`src/rtl/gd_cfg_pkg.sv`:
```
package gd_cfg_pkg;

    // clock and hall deglitch timing
    localparam int CLK_PERIOD_NS = 10;
    localparam int HALL_STEP_NS = 640;
    localparam int HALL_MAX_NS = 9600;
    localparam int HALL_STEP_CYC = (HALL_STEP_NS + CLK_PERIOD_NS - 1) / CLK_PERIOD_NS;
    localparam int HALL_MAX_CYC = (HALL_MAX_NS + CLK_PERIOD_NS - 1) / CLK_PERIOD_NS;
    localparam int HALL_CNT_W = $clog2(HALL_MAX_CYC + 1);

    // register word indices; byte address is four times the index
    localparam logic [5:0] PWM_CFG_IDX = 6'h13;
    localparam logic [5:0] SENSE_CFG_IDX = 6'h14;
    localparam logic [5:0] STATUS_IDX = 6'h18;

    // reset values and writable bits
    localparam logic [15:0] PWM_CFG_RESET = 16'h0000;
    localparam logic [15:0] SENSE_CFG_RESET = 16'h0000;
    localparam logic [15:0] PWM_CFG_MASK = 16'h007f;
    localparam logic [15:0] SENSE_CFG_MASK = 16'h007f;

    // drive configuration field positions
    localparam int MODE_LSB = 0;
    localparam int MODE_MSB = 2;
    localparam int FREEW_BIT = 3;
    localparam int BRAKE_LSB = 4;
    localparam int BRAKE_MSB = 5;
    localparam int RECIRC_BIT = 6;

    // sensing configuration field positions
    localparam int DEGL_LSB = 0;
    localparam int DEGL_MSB = 3;
    localparam int OTS_BIT = 4;
    localparam int CST_LSB = 5;
    localparam int CST_MSB = 6;

    // status field positions
    localparam int ST_HALL_LSB = 0;
    localparam int ST_HALL_MSB = 2;
    localparam int ST_SIDE_BIT = 3;
    localparam int ST_SHUT_BIT = 4;
    localparam int ST_HIGHZ_BIT = 5;

    // commutation input schemes
    localparam logic [2:0] MODE_SIX = 3'h0;
    localparam logic [2:0] MODE_THREE = 3'h1;
    localparam logic [2:0] MODE_SINGLE = 3'h2;
    localparam logic [2:0] MODE_SINGLE_HALL = 3'h3;

    // brake schemes
    localparam logic [1:0] BRAKE_LOW = 2'h0;
    localparam logic [1:0] BRAKE_HIGH = 2'h1;
    localparam logic [1:0] BRAKE_HIGHZ = 2'h2;
    localparam logic [1:0] BRAKE_TOGGLE = 2'h3;

    // sense amplifier timing
    localparam logic [1:0] CST_LOW_ON = 2'h0;
    localparam logic [1:0] CST_HIGH_OFF = 2'h1;

endpackage

```
`src/rtl/hall_filter_if.sv`:
```
`timescale 1ns/1ps
`default_nettype none

interface hall_filter_if;
    logic [2:0] raw;
    logic [3:0] code;
    logic [2:0] filtered;

    modport filter (input raw, input code, output filtered);
    modport user (output raw, output code, input filtered);
endinterface

`default_nettype wire

```
`src/rtl/gate_driver_pwm_sensor_config.sv`:
```
// Register access over Wishbone is this design's own decision.
`timescale 1ns/1ps
`default_nettype none

// Operation
// - mode field picks six, three or single pwm input commutation scheme
// - single pwm modes: freewheel bit 0 active freewheeling, 1 diode freewheeling
// - brake code 00 low side, 01 high side, 10 all outputs high impedance
// - brake code 11 alternates low and high side on each brake event
// - recirculation bit enables alternating recirculation only while mode is 011
// - reserved upper bits of both configuration registers read as zero
// - hall inputs deglitched for code times 640 ns, code 0 none
// - over-temperature shuts down unless the inhibit bit is set
// - timing 00: sense outputs active while low side gate is high
// - timing 01: sense outputs active while high side gate is low
// - timing upper bit set: sense outputs always active
module gate_driver_pwm_sensor_config (
    // clock and reset
    input wire logic clk_i,
    input wire logic rst_i,
    // wishbone slave
    input wire logic cyc_i,
    input wire logic stb_i,
    input wire logic we_i,
    input wire logic [7:0] adr_i,
    input wire logic [3:0] sel_i,
    input wire logic [31:0] dat_i,
    output logic [31:0] dat_o,
    output logic ack_o,
    // pins from the controller and sensors
    input wire logic [5:0] pwm_i,
    input wire logic [2:0] hall_i,
    input wire logic brake_i,
    input wire logic overtemp_i,
    // gate and sense outputs
    output logic [2:0] high_side_gate_signal_o,
    output logic [2:0] low_side_gate_signal_o,
    output logic gate_highz_o,
    output logic shutdown_o,
    output logic [2:0] sense_amp_enable_o
);
    typedef struct packed {
        logic [10:0] sync1;
        logic [10:0] sync2;
        logic pwm0_prev;
        logic brake_prev;
        logic brake_side;
        logic toggle_next;
        logic recirc_side;
        logic [15:0] pwm_cfg;
        logic [15:0] sense_cfg;
        logic ack;
        logic [31:0] rdata;
        logic [2:0] gh;
        logic [2:0] gl;
        logic [2:0] sense;
        logic highz;
        logic shut;
    } cfg_state_type;

    cfg_state_type st;
    cfg_state_type nx;

    logic [5:0] pwm_s;
    logic [2:0] hall_s;
    logic brake_s;
    logic ot_s;
    logic [2:0] hall_f;
    logic [2:0] mode;
    logic freewheel_style_select;
    logic [1:0] brake_code;
    logic alternating_recirculation_enable;
    logic [3:0] degl_code;
    logic overtemp_shutdown_inhibit;
    logic [1:0] sense_amp_timing_select;
    logic req;
    logic [15:0] status;
    logic [15:0] wr_val;
    logic [5:0] hall_pair;

    hall_filter_if hf ();

    hall_deglitch u_degl (
        .clk_i(clk_i),
        .rst_i(rst_i),
        .hf(hf.filter)
    );

    // only the second stage feeds logic; the first is read by nothing else
    assign pwm_s = st.sync2[5:0];
    assign hall_s = st.sync2[8:6];
    assign brake_s = st.sync2[9];
    assign ot_s = st.sync2[10];

    assign hf.raw = hall_s;
    assign hf.code = degl_code;
    assign hall_f = hf.filtered;

    assign mode = st.pwm_cfg[gd_cfg_pkg::MODE_MSB:gd_cfg_pkg::MODE_LSB];
    assign freewheel_style_select = st.pwm_cfg[gd_cfg_pkg::FREEW_BIT];
    assign brake_code = st.pwm_cfg[gd_cfg_pkg::BRAKE_MSB:gd_cfg_pkg::BRAKE_LSB];
    assign alternating_recirculation_enable = st.pwm_cfg[gd_cfg_pkg::RECIRC_BIT];
    assign degl_code = st.sense_cfg[gd_cfg_pkg::DEGL_MSB:gd_cfg_pkg::DEGL_LSB];
    assign overtemp_shutdown_inhibit = st.sense_cfg[gd_cfg_pkg::OTS_BIT];
    assign sense_amp_timing_select = st.sense_cfg[gd_cfg_pkg::CST_MSB:gd_cfg_pkg::CST_LSB];

    assign req = cyc_i & stb_i;
    assign wr_val = {8'h00, dat_i[7:0]};

    always_comb begin
        status = 16'h0000;
        status[gd_cfg_pkg::ST_HALL_MSB:gd_cfg_pkg::ST_HALL_LSB] = hall_f;
        status[gd_cfg_pkg::ST_SIDE_BIT] = st.brake_side;
        status[gd_cfg_pkg::ST_SHUT_BIT] = st.shut;
        status[gd_cfg_pkg::ST_HIGHZ_BIT] = st.highz;
    end

    // hall code to one-hot high and low phases; invalid codes drive nothing
    function automatic logic [5:0] hall_step(input logic [2:0] h);
        logic [5:0] r;
        r = 6'h00;
        case (h)
            3'h1: r = {3'h1, 3'h2};
            3'h3: r = {3'h1, 3'h4};
            3'h2: r = {3'h2, 3'h4};
            3'h6: r = {3'h2, 3'h1};
            3'h4: r = {3'h4, 3'h1};
            3'h5: r = {3'h4, 3'h2};
            default: r = 6'h00;
        endcase
        return r;
    endfunction

    // decoded phases kept as a net so the checks can look back at them
    assign hall_pair = hall_step(hall_f);

    always_comb begin
        logic [2:0] hi;
        logic [2:0] lo;
        logic [2:0] gh_n;
        logic [2:0] gl_n;
        logic hz_n;
        logic shut_n;
        logic brake_rise;
        logic side;
        logic recirc_on;
        hi = 3'h0;
        lo = 3'h0;
        gh_n = 3'h0;
        gl_n = 3'h0;
        hz_n = 1'b0;
        shut_n = 1'b0;
        brake_rise = 1'b0;
        side = 1'b0;
        recirc_on = 1'b0;
        nx = st;

        nx.sync1 = {overtemp_i, brake_i, hall_i, pwm_i};
        nx.sync2 = st.sync1;

        // bus: read data ready with ack, write lands on the ack edge
        nx.ack = req & ~st.ack;
        if (req & ~st.ack & ~we_i) begin
            case (adr_i[7:2])
                gd_cfg_pkg::PWM_CFG_IDX: nx.rdata = {16'h0000, st.pwm_cfg};
                gd_cfg_pkg::SENSE_CFG_IDX: nx.rdata = {16'h0000, st.sense_cfg};
                gd_cfg_pkg::STATUS_IDX: nx.rdata = {16'h0000, status};
                default: nx.rdata = 32'h0000_0000;
            endcase
        end
        if (req & st.ack & we_i & sel_i[0]) begin
            case (adr_i[7:2])
                gd_cfg_pkg::PWM_CFG_IDX: nx.pwm_cfg = wr_val & gd_cfg_pkg::PWM_CFG_MASK;
                gd_cfg_pkg::SENSE_CFG_IDX: begin
                    nx.sense_cfg = wr_val & gd_cfg_pkg::SENSE_CFG_MASK;
                end
                default: nx.sense_cfg = st.sense_cfg;
            endcase
        end

        // brake events and the alternating side
        brake_rise = brake_s & ~st.brake_prev;
        nx.brake_prev = brake_s;
        side = st.brake_side;
        if (brake_rise && brake_code == gd_cfg_pkg::BRAKE_TOGGLE) begin
            side = st.toggle_next;
            nx.brake_side = st.toggle_next;
            nx.toggle_next = ~st.toggle_next;
        end

        // recirculation side flips once per pwm period, only in mode 011
        recirc_on = alternating_recirculation_enable
            && mode == gd_cfg_pkg::MODE_SINGLE_HALL;
        nx.pwm0_prev = pwm_s[0];
        if (recirc_on && !pwm_s[0] && st.pwm0_prev) begin
            nx.recirc_side = ~st.recirc_side;
        end

        {hi, lo} = hall_step(hall_f);
        shut_n = ot_s & ~overtemp_shutdown_inhibit;

        if (shut_n) begin
            hz_n = 1'b1;
        end else if (brake_s) begin
            case (brake_code)
                gd_cfg_pkg::BRAKE_LOW: gl_n = 3'h7;
                gd_cfg_pkg::BRAKE_HIGH: gh_n = 3'h7;
                gd_cfg_pkg::BRAKE_HIGHZ: hz_n = 1'b1;
                default: begin
                    if (side) begin
                        gh_n = 3'h7;
                    end else begin
                        gl_n = 3'h7;
                    end
                end
            endcase
        end else begin
            case (mode)
                gd_cfg_pkg::MODE_SIX: begin
                    gh_n = pwm_s[2:0];
                    gl_n = pwm_s[5:3];
                end
                gd_cfg_pkg::MODE_THREE: begin
                    gh_n = pwm_s[2:0];
                    gl_n = ~pwm_s[2:0];
                end
                gd_cfg_pkg::MODE_SINGLE, gd_cfg_pkg::MODE_SINGLE_HALL: begin
                    if (pwm_s[0]) begin
                        gh_n = hi;
                        gl_n = lo;
                    end else if (recirc_on && st.recirc_side) begin
                        gh_n = hi | lo;
                    end else if (recirc_on || !freewheel_style_select) begin
                        gl_n = hi | lo;
                    end else begin
                        gl_n = lo;
                    end
                end
                // reserved codes leave every gate off
                default: begin
                    gh_n = 3'h0;
                    gl_n = 3'h0;
                end
            endcase
        end

        nx.gh = gh_n;
        nx.gl = gl_n;
        nx.highz = hz_n;
        nx.shut = shut_n;
        if (sense_amp_timing_select[1]) begin
            nx.sense = 3'h7;
        end else if (sense_amp_timing_select == gd_cfg_pkg::CST_HIGH_OFF) begin
            nx.sense = ~gh_n;
        end else begin
            nx.sense = gl_n;
        end
    end

    always_ff @(posedge clk_i) begin
        if (rst_i) begin
            st <= '0;
            st.pwm_cfg <= gd_cfg_pkg::PWM_CFG_RESET;
            st.sense_cfg <= gd_cfg_pkg::SENSE_CFG_RESET;
        end else begin
            st <= nx;
        end
    end

    assign dat_o = st.rdata;
    assign ack_o = st.ack;
    assign high_side_gate_signal_o = st.gh;
    assign low_side_gate_signal_o = st.gl;
    assign gate_highz_o = st.highz;
    assign shutdown_o = st.shut;
    assign sense_amp_enable_o = st.sense;

    chk_six_pwm_map: assert property (@(posedge clk_i) disable iff (rst_i)
        (mode == gd_cfg_pkg::MODE_SIX && !brake_s && !(ot_s && !overtemp_shutdown_inhibit))
        |=> (st.gh == $past(pwm_s[2:0]) && st.gl == $past(pwm_s[5:3])))
        else $error("six input mode gates do not follow pwm inputs");

    chk_three_pwm_map: assert property (@(posedge clk_i) disable iff (rst_i)
        (mode == gd_cfg_pkg::MODE_THREE && !brake_s && !ot_s)
        |=> (st.gh == $past(pwm_s[2:0]) && st.gl == ~st.gh))
        else $error("three input mode gates not complementary");

    chk_diode_freewheel: assert property (@(posedge clk_i) disable iff (rst_i)
        (mode == gd_cfg_pkg::MODE_SINGLE && freewheel_style_select && !pwm_s[0]
            && !brake_s && !ot_s)
        |=> (st.gh == 3'h0 && st.gl == $past(hall_pair[2:0])))
        else $error("diode freewheel drove a recirculating switch");

    chk_brake_low: assert property (@(posedge clk_i) disable iff (rst_i)
        (brake_s && brake_code == gd_cfg_pkg::BRAKE_LOW && !ot_s)
        |=> (st.gl == 3'h7 && st.gh == 3'h0 && !st.highz))
        else $error("low side brake not applied");

    chk_brake_highz: assert property (@(posedge clk_i) disable iff (rst_i)
        (brake_s && brake_code == gd_cfg_pkg::BRAKE_HIGHZ)
        |=> (st.highz && st.gh == 3'h0 && st.gl == 3'h0))
        else $error("high impedance brake not applied");

    chk_brake_alternate: assert property (@(posedge clk_i) disable iff (rst_i)
        (brake_s && !st.brake_prev && brake_code == gd_cfg_pkg::BRAKE_TOGGLE && !ot_s)
        |=> (st.toggle_next != $past(st.toggle_next)
            && (st.brake_side ? st.gh == 3'h7 : st.gl == 3'h7)))
        else $error("toggle brake did not alternate sides");

    chk_recirc_ignored: assert property (@(posedge clk_i) disable iff (rst_i)
        (mode != gd_cfg_pkg::MODE_SINGLE_HALL) |=> $stable(st.recirc_side))
        else $error("recirculation acted outside its mode");

    chk_reserved_zero: assert property (@(posedge clk_i) disable iff (rst_i)
        ack_o |-> (dat_o[31:7] == 25'h0000000 && st.pwm_cfg[15:7] == 9'h000
            && st.sense_cfg[15:7] == 9'h000))
        else $error("reserved bits not zero");

    chk_overtemp_stop: assert property (@(posedge clk_i) disable iff (rst_i)
        (ot_s && !overtemp_shutdown_inhibit)
        |=> (shutdown_o && st.gh == 3'h0 && st.gl == 3'h0))
        else $error("over-temperature did not shut down");

    chk_overtemp_inhibit: assert property (@(posedge clk_i) disable iff (rst_i)
        overtemp_shutdown_inhibit |=> !shutdown_o)
        else $error("shutdown while inhibited");

    chk_sense_low_on: assert property (@(posedge clk_i) disable iff (rst_i)
        ($past(sense_amp_timing_select) == gd_cfg_pkg::CST_LOW_ON) |-> (st.sense == st.gl))
        else $error("sense not tied to low side gate");

    chk_sense_high_off: assert property (@(posedge clk_i) disable iff (rst_i)
        ($past(sense_amp_timing_select) == gd_cfg_pkg::CST_HIGH_OFF) |-> (st.sense == ~st.gh))
        else $error("sense not tied to high side gate");

    chk_sense_always: assert property (@(posedge clk_i) disable iff (rst_i)
        $past(sense_amp_timing_select[1]) |-> (st.sense == 3'h7))
        else $error("sense not always active");

    chk_write_lands: assert property (@(posedge clk_i) disable iff (rst_i)
        (req && st.ack && we_i && sel_i[0] && adr_i[7:2] == gd_cfg_pkg::PWM_CFG_IDX)
        |=> (st.pwm_cfg == ($past(wr_val) & gd_cfg_pkg::PWM_CFG_MASK)))
        else $error("drive configuration write not stored");

    chk_ack_pulse: assert property (@(posedge clk_i) disable iff (rst_i)
        ack_o |=> !ack_o)
        else $error("ack held longer than one cycle");

endmodule

`default_nettype wire

```
`src/rtl/hall_deglitch.sv`:
```
`timescale 1ns/1ps
`default_nettype none

module hall_deglitch (
    // clock and reset
    input wire logic clk_i,
    input wire logic rst_i,
    // filter connection
    hall_filter_if.filter hf
);
    localparam int CW = gd_cfg_pkg::HALL_CNT_W;
    localparam logic [CW-1:0] STEP = CW'(gd_cfg_pkg::HALL_STEP_CYC);
    localparam logic [CW-1:0] ONE = {{(CW-1){1'b0}}, 1'b1};

    typedef struct packed {
        logic [2:0] cand;
        logic [2:0] filt;
        logic [CW-1:0] cnt;
    } degl_state_type;

    degl_state_type st;
    degl_state_type nx;
    logic [CW-1:0] lim;

    assign lim = CW'({{(CW-4){1'b0}}, hf.code} * STEP);
    assign hf.filtered = st.filt;

    always_comb begin
        nx = st;
        if (hf.code == 4'h0) begin
            nx.filt = hf.raw;
            nx.cand = hf.raw;
            nx.cnt = '0;
        end else if (hf.raw != st.cand) begin
            nx.cand = hf.raw;
            nx.cnt = '0;
        end else if (st.cand == st.filt) begin
            nx.cnt = '0;
        end else if (st.cnt >= lim - ONE) begin
            nx.filt = st.cand;
            nx.cnt = '0;
        end else begin
            nx.cnt = st.cnt + ONE;
        end
    end

    always_ff @(posedge clk_i) begin
        if (rst_i) begin
            st <= '0;
        end else begin
            st <= nx;
        end
    end

    chk_degl_bypass: assert property (@(posedge clk_i) disable iff (rst_i)
        (hf.code == 4'h0) |=> (st.filt == $past(hf.raw)))
        else $error("hall bypass did not follow input");

    chk_degl_hold: assert property (@(posedge clk_i) disable iff (rst_i)
        (hf.code != 4'h0 && !(hf.raw == st.cand && st.cand != st.filt && st.cnt >= lim - ONE))
        |=> $stable(st.filt))
        else $error("hall output changed before deglitch time");

endmodule

`default_nettype wire

```
`config.mk`:
```
export PLATFORM = sky130hd
export DESIGN_NAME = gate_driver_pwm_sensor_config
export DESIGN_NICKNAME = d
export VERILOG_FILES = /design/src/rtl/gd_cfg_pkg.sv /design/src/rtl/hall_filter_if.sv /design/src/rtl/gate_driver_pwm_sensor_config.sv /design/src/rtl/hall_deglitch.sv
export SDC_FILE = /design/constraint.sdc
export NUM_CORES = 1
export LEC_CHECK = 0
export ABC_AREA = 1
export ABC_CLOCK_PERIOD_IN_PS = 2800
export BUFFER_PORTS_ARGS = -buffer_cell sky130_fd_sc_hd__buf_2
export CORE_ASPECT_RATIO = 2
export CORE_MARGIN = 2
export CORE_UTILIZATION = 35
export CTS_BUF_LIST = sky130_fd_sc_hd__clkbuf_4
export CTS_CLUSTER_SIZE = 12
export DETAILED_ROUTE_END_ITERATION = 10
export MAX_ROUTING_LAYER = met4
export SLEW_MARGIN = 25
export SYNTH_ARGS = -nofsm -noshare
export SYNTH_HDL_FRONTEND = slang
export SYNTH_SLANG_ARGS = --single-unit
```
`constraint.sdc`:
```
create_clock -name clk_i -period 2.8 [get_ports clk_i]
set_input_delay 0.28 -clock clk_i [delete_from_list [all_inputs] [get_ports clk_i]]
set_output_delay 0.28 -clock clk_i [all_outputs]
set_load 0.02 [all_outputs]
```
==> results.md, run 1 <==
| Item | Reported | Unit |
|:---|:---|:---|
| DP Wirelength | 5.60 | mm |
| Worst endpoint data arrival time | 2.48 | ns |
| Final setup slack of the worst path | 0.654 | ns |
| Number of endpoints failing setup at the final stage | 0 | - |
| Outcome | completed | - |
| Hold Buf Count CTS | 0 | - |
| Part of the power in the clock network | 0.300 | - |
| Launch point of the worst hold path | pwm_i[5] | - |
| Clock slew at the register clock pins of the worst setup and hold paths | 0.11 | ns |
| Synth top area cells | dfxtp_1 (43%), buf_4 (8.6%), nand2_1 (8.6%), nor2_1 (7.7%), inv_1 (6.7%) | - |
| Crit path time final | 2.15 | ns |
| Portion of total power attributed to sequential cells | 0.615 | - |
| Commonest non-fill, non-tap cell in the layout | nand2_1 | - |
| Clock tree from TritonCTS | yes | - |
| Post-synthesis cell area | 3570 | um^2 |
| Root buf cell | clkbuf_4 | - |
| Number of top-level pins | 104 | - |
| Min-delay worst type | in2reg | - |
| Die boundary width | 75.5 | um |
| Fraction of final layout cells with drive strength greater than 1 | 0.141 | - |
| Post-synth EDFFs | 0 | - |
| Total global-route track usage | 0.147 | - |
| Max VDD drop | 0.180 | mV |
| Total iterations of the first detailed-routing run | 4 | - |
| Number of buffer cells added on primary ports | 48 | - |
| Proportion of register bits with asynchronous set or reset after synthesis | 0 | - |
| Iter 0 DRT Violations | 101 | - |
| Worst hold margin | 0.0425 | ns |
| Slowest cell delay on critical path | 0.35 | ns |
| Worst path top cell family by delay | simple AND/OR/NAND/NOR gates | - |
| Wire length of the first global-routing pass | 12.2 | mm |
| Post-synth top area share | 0.426 | - |
| Worst Path Class, Setup | reg2reg | - |
| Maximum frequency from static timing analysis | 466 | MHz |
| Commonest non-fill, non-tap cells in the layout | nand2_1 (82), dfxtp_1 (76), nor2_1 (73) | - |
| Total number of placement rows | 52 | - |
| Total number of vias | 2974 | - |
| Sequential fraction of the synthesis area | 0.426 | - |
| Max FO, Critical Path | 6 | - |
| Hold Fails Final Rpt | 0 | - |
| Setup WS pre-CTS | 0.653 | ns |
| Standard cell with the maximum stage delay on the critical path | dfxtp_1 | - |
| Switching power | 0.481 | mW |
| Data required, critical path | 3.13 | ns |
| WL final | 7.22 | mm |
| Total number of H-tree levels | 3 | - |
| Buffers from clock root to sink, at most | 2 | - |
| Vias in the first global route | 2840 | - |
| Total of warnings raised by yosys | 0 | - |
| Final non-filler cell area | 3850 | um^2 |
| PostCTS Resize Cnt | 0 | - |
| Post-synthesis cell type with the largest combined area | dfxtp_1 | - |
| Area of the die | 11100 | um^2 |
| Synth Area per Inst | 7.38 | um^2 |
| Largest net degree at the start of global routing | 43 | - |
| Die Y | 147 | um |
| Total power of the final layout | 1.82 | mW |
| Clk Latency, worst-skew pair | 0.43 | ns |
| Instance area at placement | 3740 | um^2 |
| Power Density | 472 | nW/um^2 |
| Static leakage power | 1.81 | nW |
| Total number of clock tree sinks | 76 | - |
| Final layout net count | 588 | - |
| Reg2reg start | degl_code[0]$_SDFFE_PP0P_ | - |
| Post-route clock skew | 0.0108 | ns |
| Rel. slew slack | 0.598 | - |
| Proportion of power drawn by combinational gates | 0.084 | - |
| Worst-Margin Slew | 0.602 | ns |
| Remaining Overflow, GRT | 0 | - |
| Cells traversed along the worst timing path | inv_1, ha_1, xnor2_1, ha_1, nand4_1, nor3_1, nand2_1, nand3_1, inv_1, o21bai_1, nand2_1, nand2_1, nor2_1 | - |
| Kind of capture point of the worst setup path | flip-flop | - |
| Vias per cell | 4.51 | - |
| Growth of design area from synthesis to finish | 7.70 | % |
| Unrepaired setup endpoints after global routing | no | - |
| Effective utilization at floorplan | 0.357 | - |
| Post-CTS setup repair buffer count | 0 | - |
| Crit path launch | degl_code[0]$_SDFFE_PP0P_ | - |
| Crit path launch type | flip-flop | - |
| Last weighted congestion value of the routability-driven placer | 0.835 | - |
| Antenna violations before repair | 1 | - |
| Worst path buffer plus inverter count | 2 | - |
| Library cells used by synthesis | 33 | - |
| Final-layout fill cell count | 1111 | - |
| Tcrit/Tclk final | 0.767 | - |
| Routed len/inst | 11.0 | um |
| Post-detailed-route count of antenna-violating nets | 0 | - |
| Sw Ratio | 0.264 | - |
| Most used flip-flop cell after synthesis | dfxtp_1 | - |
| Max-cap violations | 0 | - |
| Number of design rule violations left after detail routing | 0 | - |
| Number of synthesized register bits | 76 | - |
| Number of buffers added by the clock tree synthesis step | 9 | - |
| Crit-path most repeated cell | nand2_1 | - |
| Area of the core | 10000 | um^2 |
| Setup Total Neg Slack | 0 | ns |
| Pins Over Slew Limit | 0 | - |
| Number of instances in the synthesized netlist | 484 | - |
| Design internal power | 1.34 | mW |
worst min-delay path: stages:
cell and delay, ns:
buf_2 0.07, inv_1 0.03, nor2_1 0.06
per-layer routing:
| layer | track usage | vias up | part of all wire |
|---|---|---|---|
| met4 | 0.0816 | 0 | 0.039 |
| li1 | - | 1533 | - |
| met1 | 0.145 | 1332 | 0.38 |
| met3 | 0.0364 | 22 | 0.053 |
| met5 | - | - | 0 |
| met2 | 0.251 | 87 | 0.52 |
synthesized netlist by cell type, types with 2 or more instances:
cell,instances
nand2_1,82
dfxtp_1,76
nor2_1,73
inv_1,64
buf_4,41
a21oi_1,29
o21ai_0,28
nand3_1,20
ha_1,10
xnor2_1,9
nand4_1,8
clkbuf_1,7
nor3_1,6
o22ai_1,4
nand3_2,3
nor2_2,3
xor2_1,3
o211ai_1,2
o21a_1,2
path summary, 6_finish.rpt:
check / cells past startpoint / slack [ns] / end
setup / recovery: 13 / 0.65 / u_degl.hf.filtered[0]$_SDFFE_PP0P_
hold / removal: 3 / 0.04 / nx[86]$_SDFF_PP0_
setup reg to reg: 13 / 0.65 / u_degl.hf.filtered[0]$_SDFFE_PP0P_
hold reg to reg: 2 / 0.41 / pwm_s[3]$_SDFF_PP0_
kinds of logic (layout without fill, tap and decap cells):
group,count (synthesis),after routing,synth area share
other cells,1,26,0.00105
compound gates,70,70,0.105
buf+inv,116,131,0.166
simple gates,199,199,0.238
fa+ha+maj,10,10,0.0350
flops,76,76,0.426
xor+xnor,12,12,0.0294
power groups by stage:
stage	logic [mW]	registers [mW]	clock network, mW
CTS	0.155	1.12	0.582
global placement	0.153	1.14	0
detailed placement	0.155	1.14	0
floorplan	0.141	1.14	0
global route	0.175	1.12	0.628
finish	0.154	1.12	0.546
state kept, by name, summed over array words and instances, names as in the netlist:
register	count
dat_o	7
shutdown_o	1
st	5
freewheel_style_select	1
low_side_gate_signal_o	3
brake_code	2
hall_s	3
pwm_s	5
sense_amp_enable_o	3
overtemp_shutdown_inhibit	1
u_degl.hf.filtered	3
degl_code	4
alternating_recirculation_enable	1
high_side_gate_signal_o	3
nx	12
ack_o	1
mode	3
sense_amp_timing_select	2
brake_s	1
gate_highz_o	1
u_degl.st	13
ot_s	1
stage by stage:
stage	std cells	utilization
final	659	0.384
after global routing	659	0.384
after CTS	658	0.384
after detailed placement	642	0.373
after global placement	642	0.373
after floorplan	508	-
layout make-up:
class                   instances  area (um^2)  area share
flip-flops and latches         76         1520       0.395
clock buffers                  10         75.1      0.0195
inverters                      65          244      0.0634
clock inverters                 6         31.3     0.00813
repair buffers                 50          255      0.0663
well taps                     135          169      0.0439
diodes                          1         2.50    0.000650
multi-input cells             316         1550       0.403
Power figures use the tool's default switching activity.
==> inputs of run 2 (changes only) <==
Settings changed: ABC_AREA 1 to 0, ABC_CLOCK_PERIOD_IN_PS 2800 to 2200.
Clock period 2.8 ns to 2.2 ns, I/O delays scaled along.
==> run 2 against run 1 <==
Compared with the run above:
- area after synthesis up 0.28%
- total power up 27%
- setup slack worse by 0.85 ns
- register-to-register slack worse by 0.85 ns
- the run now ends with negative setup slack left
- sequential share of layout area down 3.1 points
- largest power group unchanged
- sequential power up 27%
- routed wire length up 7.3%
- non-clock buffer count up 34
- synthesized cell count down 19%
- hold slack worse by 0.00085 ns
- final cell count down 9.9%
- first-iteration DRC count up 73%
==> results.md, run 2 <==
| Item | Reported | Unit |
|:---|:---|:---|
| Largest net degree at the start of global routing | 37 | - |
| Area of the die | 11100 | um^2 |
| Growth of design area from synthesis to finish | 16.6 | % |
| Pins Over Slew Limit | 0 | - |
| Data required, critical path | 2.57 | ns |
| Share of synthesized cell area in and, or, nand and nor gates | 0.209 | - |
| Area of the core | 10000 | um^2 |
| Rel. slew slack | 0.564 | - |
| Iter 0 DRT Violations | 175 | - |
| Total number of vias | 2877 | - |
| Vias in the first global route | 2729 | - |
| WL met1 | 2.77 | mm |
| Number of synthesized register bits | 76 | - |
| Library cells used by synthesis | 55 | - |
| Tcrit/Tclk final | 1.09 | - |
| Final-layout fill cell count | 1034 | - |
| Capture instance of the worst register-to-register path | u_degl.st[6]$_SDFF_PP0_ | - |
| Kind of capture point of the worst setup path | flip-flop | - |
| Max VDD drop | 0.256 | mV |
| Post-route clock skew | 0.0105 | ns |
| Power Density | 554 | nW/um^2 |
| WL final | 7.75 | mm |
| Final core utilization | 0.417 | - |
| Max FO, Critical Path | 5 | - |
| Standard cell with the maximum stage delay on the critical path | or4b_4 | - |
| Routed len/inst | 13.0 | um |
| Number of design rule violations left after detail routing | 0 | - |
| Vias per cell | 4.84 | - |
| Die Y | 147 | um |
| Clock slew at the register clock pins of the worst setup and hold paths | 0.11 | ns |
| Total iterations of the first detailed-routing run | 5 | - |
| Sequential fraction of the synthesis area | 0.425 | - |
| Main combinational cell family by area after synthesis | simple AND/OR/NAND/NOR gates | - |
| Cells traversed along the worst timing path | inv_2, ha_4, xnor2_2, ha_1, a21oi_2, nand2_1, a221o_1, or4b_4, buf_6, nor2_1 | - |
| Post-synth top area share | 0.425 | - |
| Total length of routed met3 wires | 334 | um |
| Wire length of the first global-routing pass | 12.3 | mm |
| Static leakage power | 1.74 | nW |
| Fraction of the mapped netlist area in adder cells | 0.0349 | - |
| Slowest cell delay on critical path | 0.54 | ns |
| Clock tree from TritonCTS | yes | - |
| Number of endpoints failing setup at the final stage | 11 | - |
| Buffers from clock root to sink, at most | 2 | - |
| Reg-to-reg setup timing slack | -0.19 | ns |
| Worst-Margin Slew | 0.651 | ns |
| Violations in the final reports | negative setup slack | - |
| Highest routed metal layer | met4 | - |
| Reg2reg start | degl_code[1]$_SDFFE_PP0P_ | - |
| Commonest non-fill, non-tap cells in the layout | dfxtp_1 (74), buf_2 (48), nor2_1 (41) | - |
| Number of flip-flops in the largest register | 13 | - |
| Total number of clock tree sinks | 76 | - |
| Crit path time final | 2.39 | ns |
| Final layout net count | 525 | - |
| Total of warnings raised by yosys | 0 | - |
| Most frequently used cell type in the post-synthesis netlist | dfxtp_1 | - |
| Remaining Overflow, GRT | 0 | - |
| Fraction of final layout cells with drive strength greater than 1 | 0.236 | - |
| Root buf cell | clkbuf_4 | - |
| Last weighted congestion value of the routability-driven placer | 0.824 | - |
| Number of cell instances on the worst register-to-register path | 10 | - |
| Synth top area cells | dfxtp_1 (42%), buf_4 (8.6%), nor2b_1 (5.2%), nor2_1 (4.7%), mux2i_1 (3.6%) | - |
| Max-cap violations | 0 | - |
| Post-synthesis cell area | 3580 | um^2 |
| Synth Area in Compound Gates | 0.138 | - |
| Post-synthesis cell type with the largest combined area | dfxtp_1 | - |
| Die boundary width | 75.6 | um |
| Total power of the final layout | 2.31 | mW |
| Proportion of register bits with asynchronous set or reset after synthesis | 0 | - |
| Number of instances in the synthesized netlist | 393 | - |
| Worst Path Class, Setup | reg2reg | - |
| Number of top-level pins | 104 | - |
| Min-delay worst type | in2reg | - |
| Post-synth EDFFs | 0 | - |
| Commonest non-fill, non-tap cell in the layout | dfxtp_1 | - |
| Outcome | finished with violations | - |
| DP Wirelength | 5.80 | mm |
| Number of buffers added by the clock tree synthesis step | 9 | - |
| Fraction of synthesized cell area in xor and xnor cells | 0.0391 | - |
| Worst path top cell family by delay | simple AND/OR/NAND/NOR gates | - |
| Launch point of the worst hold path | dat_i[6] | - |
| Worst path buffer plus inverter count | 2 | - |
| Hold Fails Final Rpt | 0 | - |
| Maximum frequency from static timing analysis | 418 | MHz |
| Worst endpoint data arrival time | 2.76 | ns |
| Antenna violations before repair | 1 | - |
| Clk Latency, worst-skew pair | 0.42 | ns |
| Post-detailed-route count of antenna-violating nets | 0 | - |
| Most used flip-flop cell after synthesis | dfxtp_1 | - |
| Register bank with the most flops | u_degl.st | - |
| Effective utilization at floorplan | 0.358 | - |
| Total number of H-tree levels | 3 | - |
| Routed length on met2 | 4.43 | mm |
| Total global-route track usage | 0.151 | - |
| Fraction of synthesized area in multiplexers | 0.0363 | - |
| Synth Area per Inst | 9.12 | um^2 |
| Commonest cells post-synth | dfxtp_1 (76), nor2_1 (45), buf_4 (41) | - |
| Number of buffer cells added on primary ports | 48 | - |
| Total number of placement rows | 52 | - |
| Worst-case hold path end point | sense_amp_timing_select[1]$_SDFFE_PP0P_ | - |
| Crit path launch type | flip-flop | - |
| WHS Path Cells | 3 | - |
| Unrepaired setup endpoints after global routing | yes | - |
| Final setup slack of the worst path | -0.193 | ns |
==> run 2: metrics by stage <==
step	hold WS, ns	TNS (ns)	area, um^2	std cells	worst slack, ns
2_1_floorplan	0.348	-1.12	3690	417	-0.112
3_3_place_gp	0.419	-1.67	3880	564	-0.164
3_5_place_dp	0.425	-2.14	3880	564	-0.217
6_report	0.0417	-1.83	4180	594	-0.193
5_1_grt	0.0286	-2.79	4180	594	-0.274
4_1_cts	0.0154	-2.02	4140	592	-0.188
==> run 2: worst max path at each step <==
stage                                          from                       to  depth (start not counted)
after floorplan           degl_code[0]$_SDFFE_PP0P_  u_degl.st[0]$_SDFF_PP0_                         10
after global placement    degl_code[0]$_SDFFE_PP0P_  u_degl.st[2]$_SDFF_PP0_                         10
after detailed placement  degl_code[0]$_SDFFE_PP0P_  u_degl.st[3]$_SDFF_PP0_                         10
after CTS                 degl_code[1]$_SDFFE_PP0P_  u_degl.st[3]$_SDFF_PP0_                         10
after global routing      degl_code[1]$_SDFFE_PP0P_  u_degl.st[3]$_SDFF_PP0_                         10
final                     degl_code[1]$_SDFFE_PP0P_  u_degl.st[6]$_SDFF_PP0_                         10
==> run 2: cells by family after synthesis <==
family                     count (synthesis)
AOI/OAI and AO/OA                         66
xor gates and xnor gates                  16
buffers and inverters                     68
other                                      1
adders and majority gates                 10
muxes                                     13
DFF                                       76
and+or+nand+nor                          143
==> run 2: final cells by class <==
| cell class | count | area (um^2) | share of cell area |
|---|---|---|---|
| Antenna cell | 1 | 2.50 | 0.000599 |
| Timing Repair Buffer | 84 | 546 | 0.131 |
| Sequential cell | 76 | 1520 | 0.365 |
| Multi-Input combinational cell | 273 | 1800 | 0.431 |
| Inverter | 11 | 41.3 | 0.00988 |
| Tap cell | 135 | 169 | 0.0404 |
| Clock buffer | 10 | 75.1 | 0.0180 |
| Clock inverter | 4 | 18.8 | 0.00449 |
==> run 2: routing by layer <==
metal,global-route usage,vias to the layer above
met5,-,-
met4,0.0746,0
met3,0.0377,18
met2,0.270,86
met1,0.143,1352
li1,-,1421
==> run 2: worst min-delay path, cell delays in order <==
cell and delay [ns]:
buf_2 0.09, mux2i_1 0.06, nor2_1 0.07
==> run 2: what timing repair did <==
item / in CTS / in global routing
endpoints found under the setup margin: 12 / 13
gates resized for setup: 7 / 10
hold buffers: 11 / 0
endpoints found under the hold margin: 11 / 0
pin swaps: 4 / 4
cloned: 0 / 1
setup buffers: 4 / 1
==> run 2: power by group <==
group / total, mW / leakage (nW) / internal [mW] / switching (mW)
Clock: 0.674 / 0.0593 / 0.224 / 0.451
Sequential: 1.42 / 0.620 / 1.41 / 0.0141
Combinational: 0.217 / 1.06 / 0.0861 / 0.131
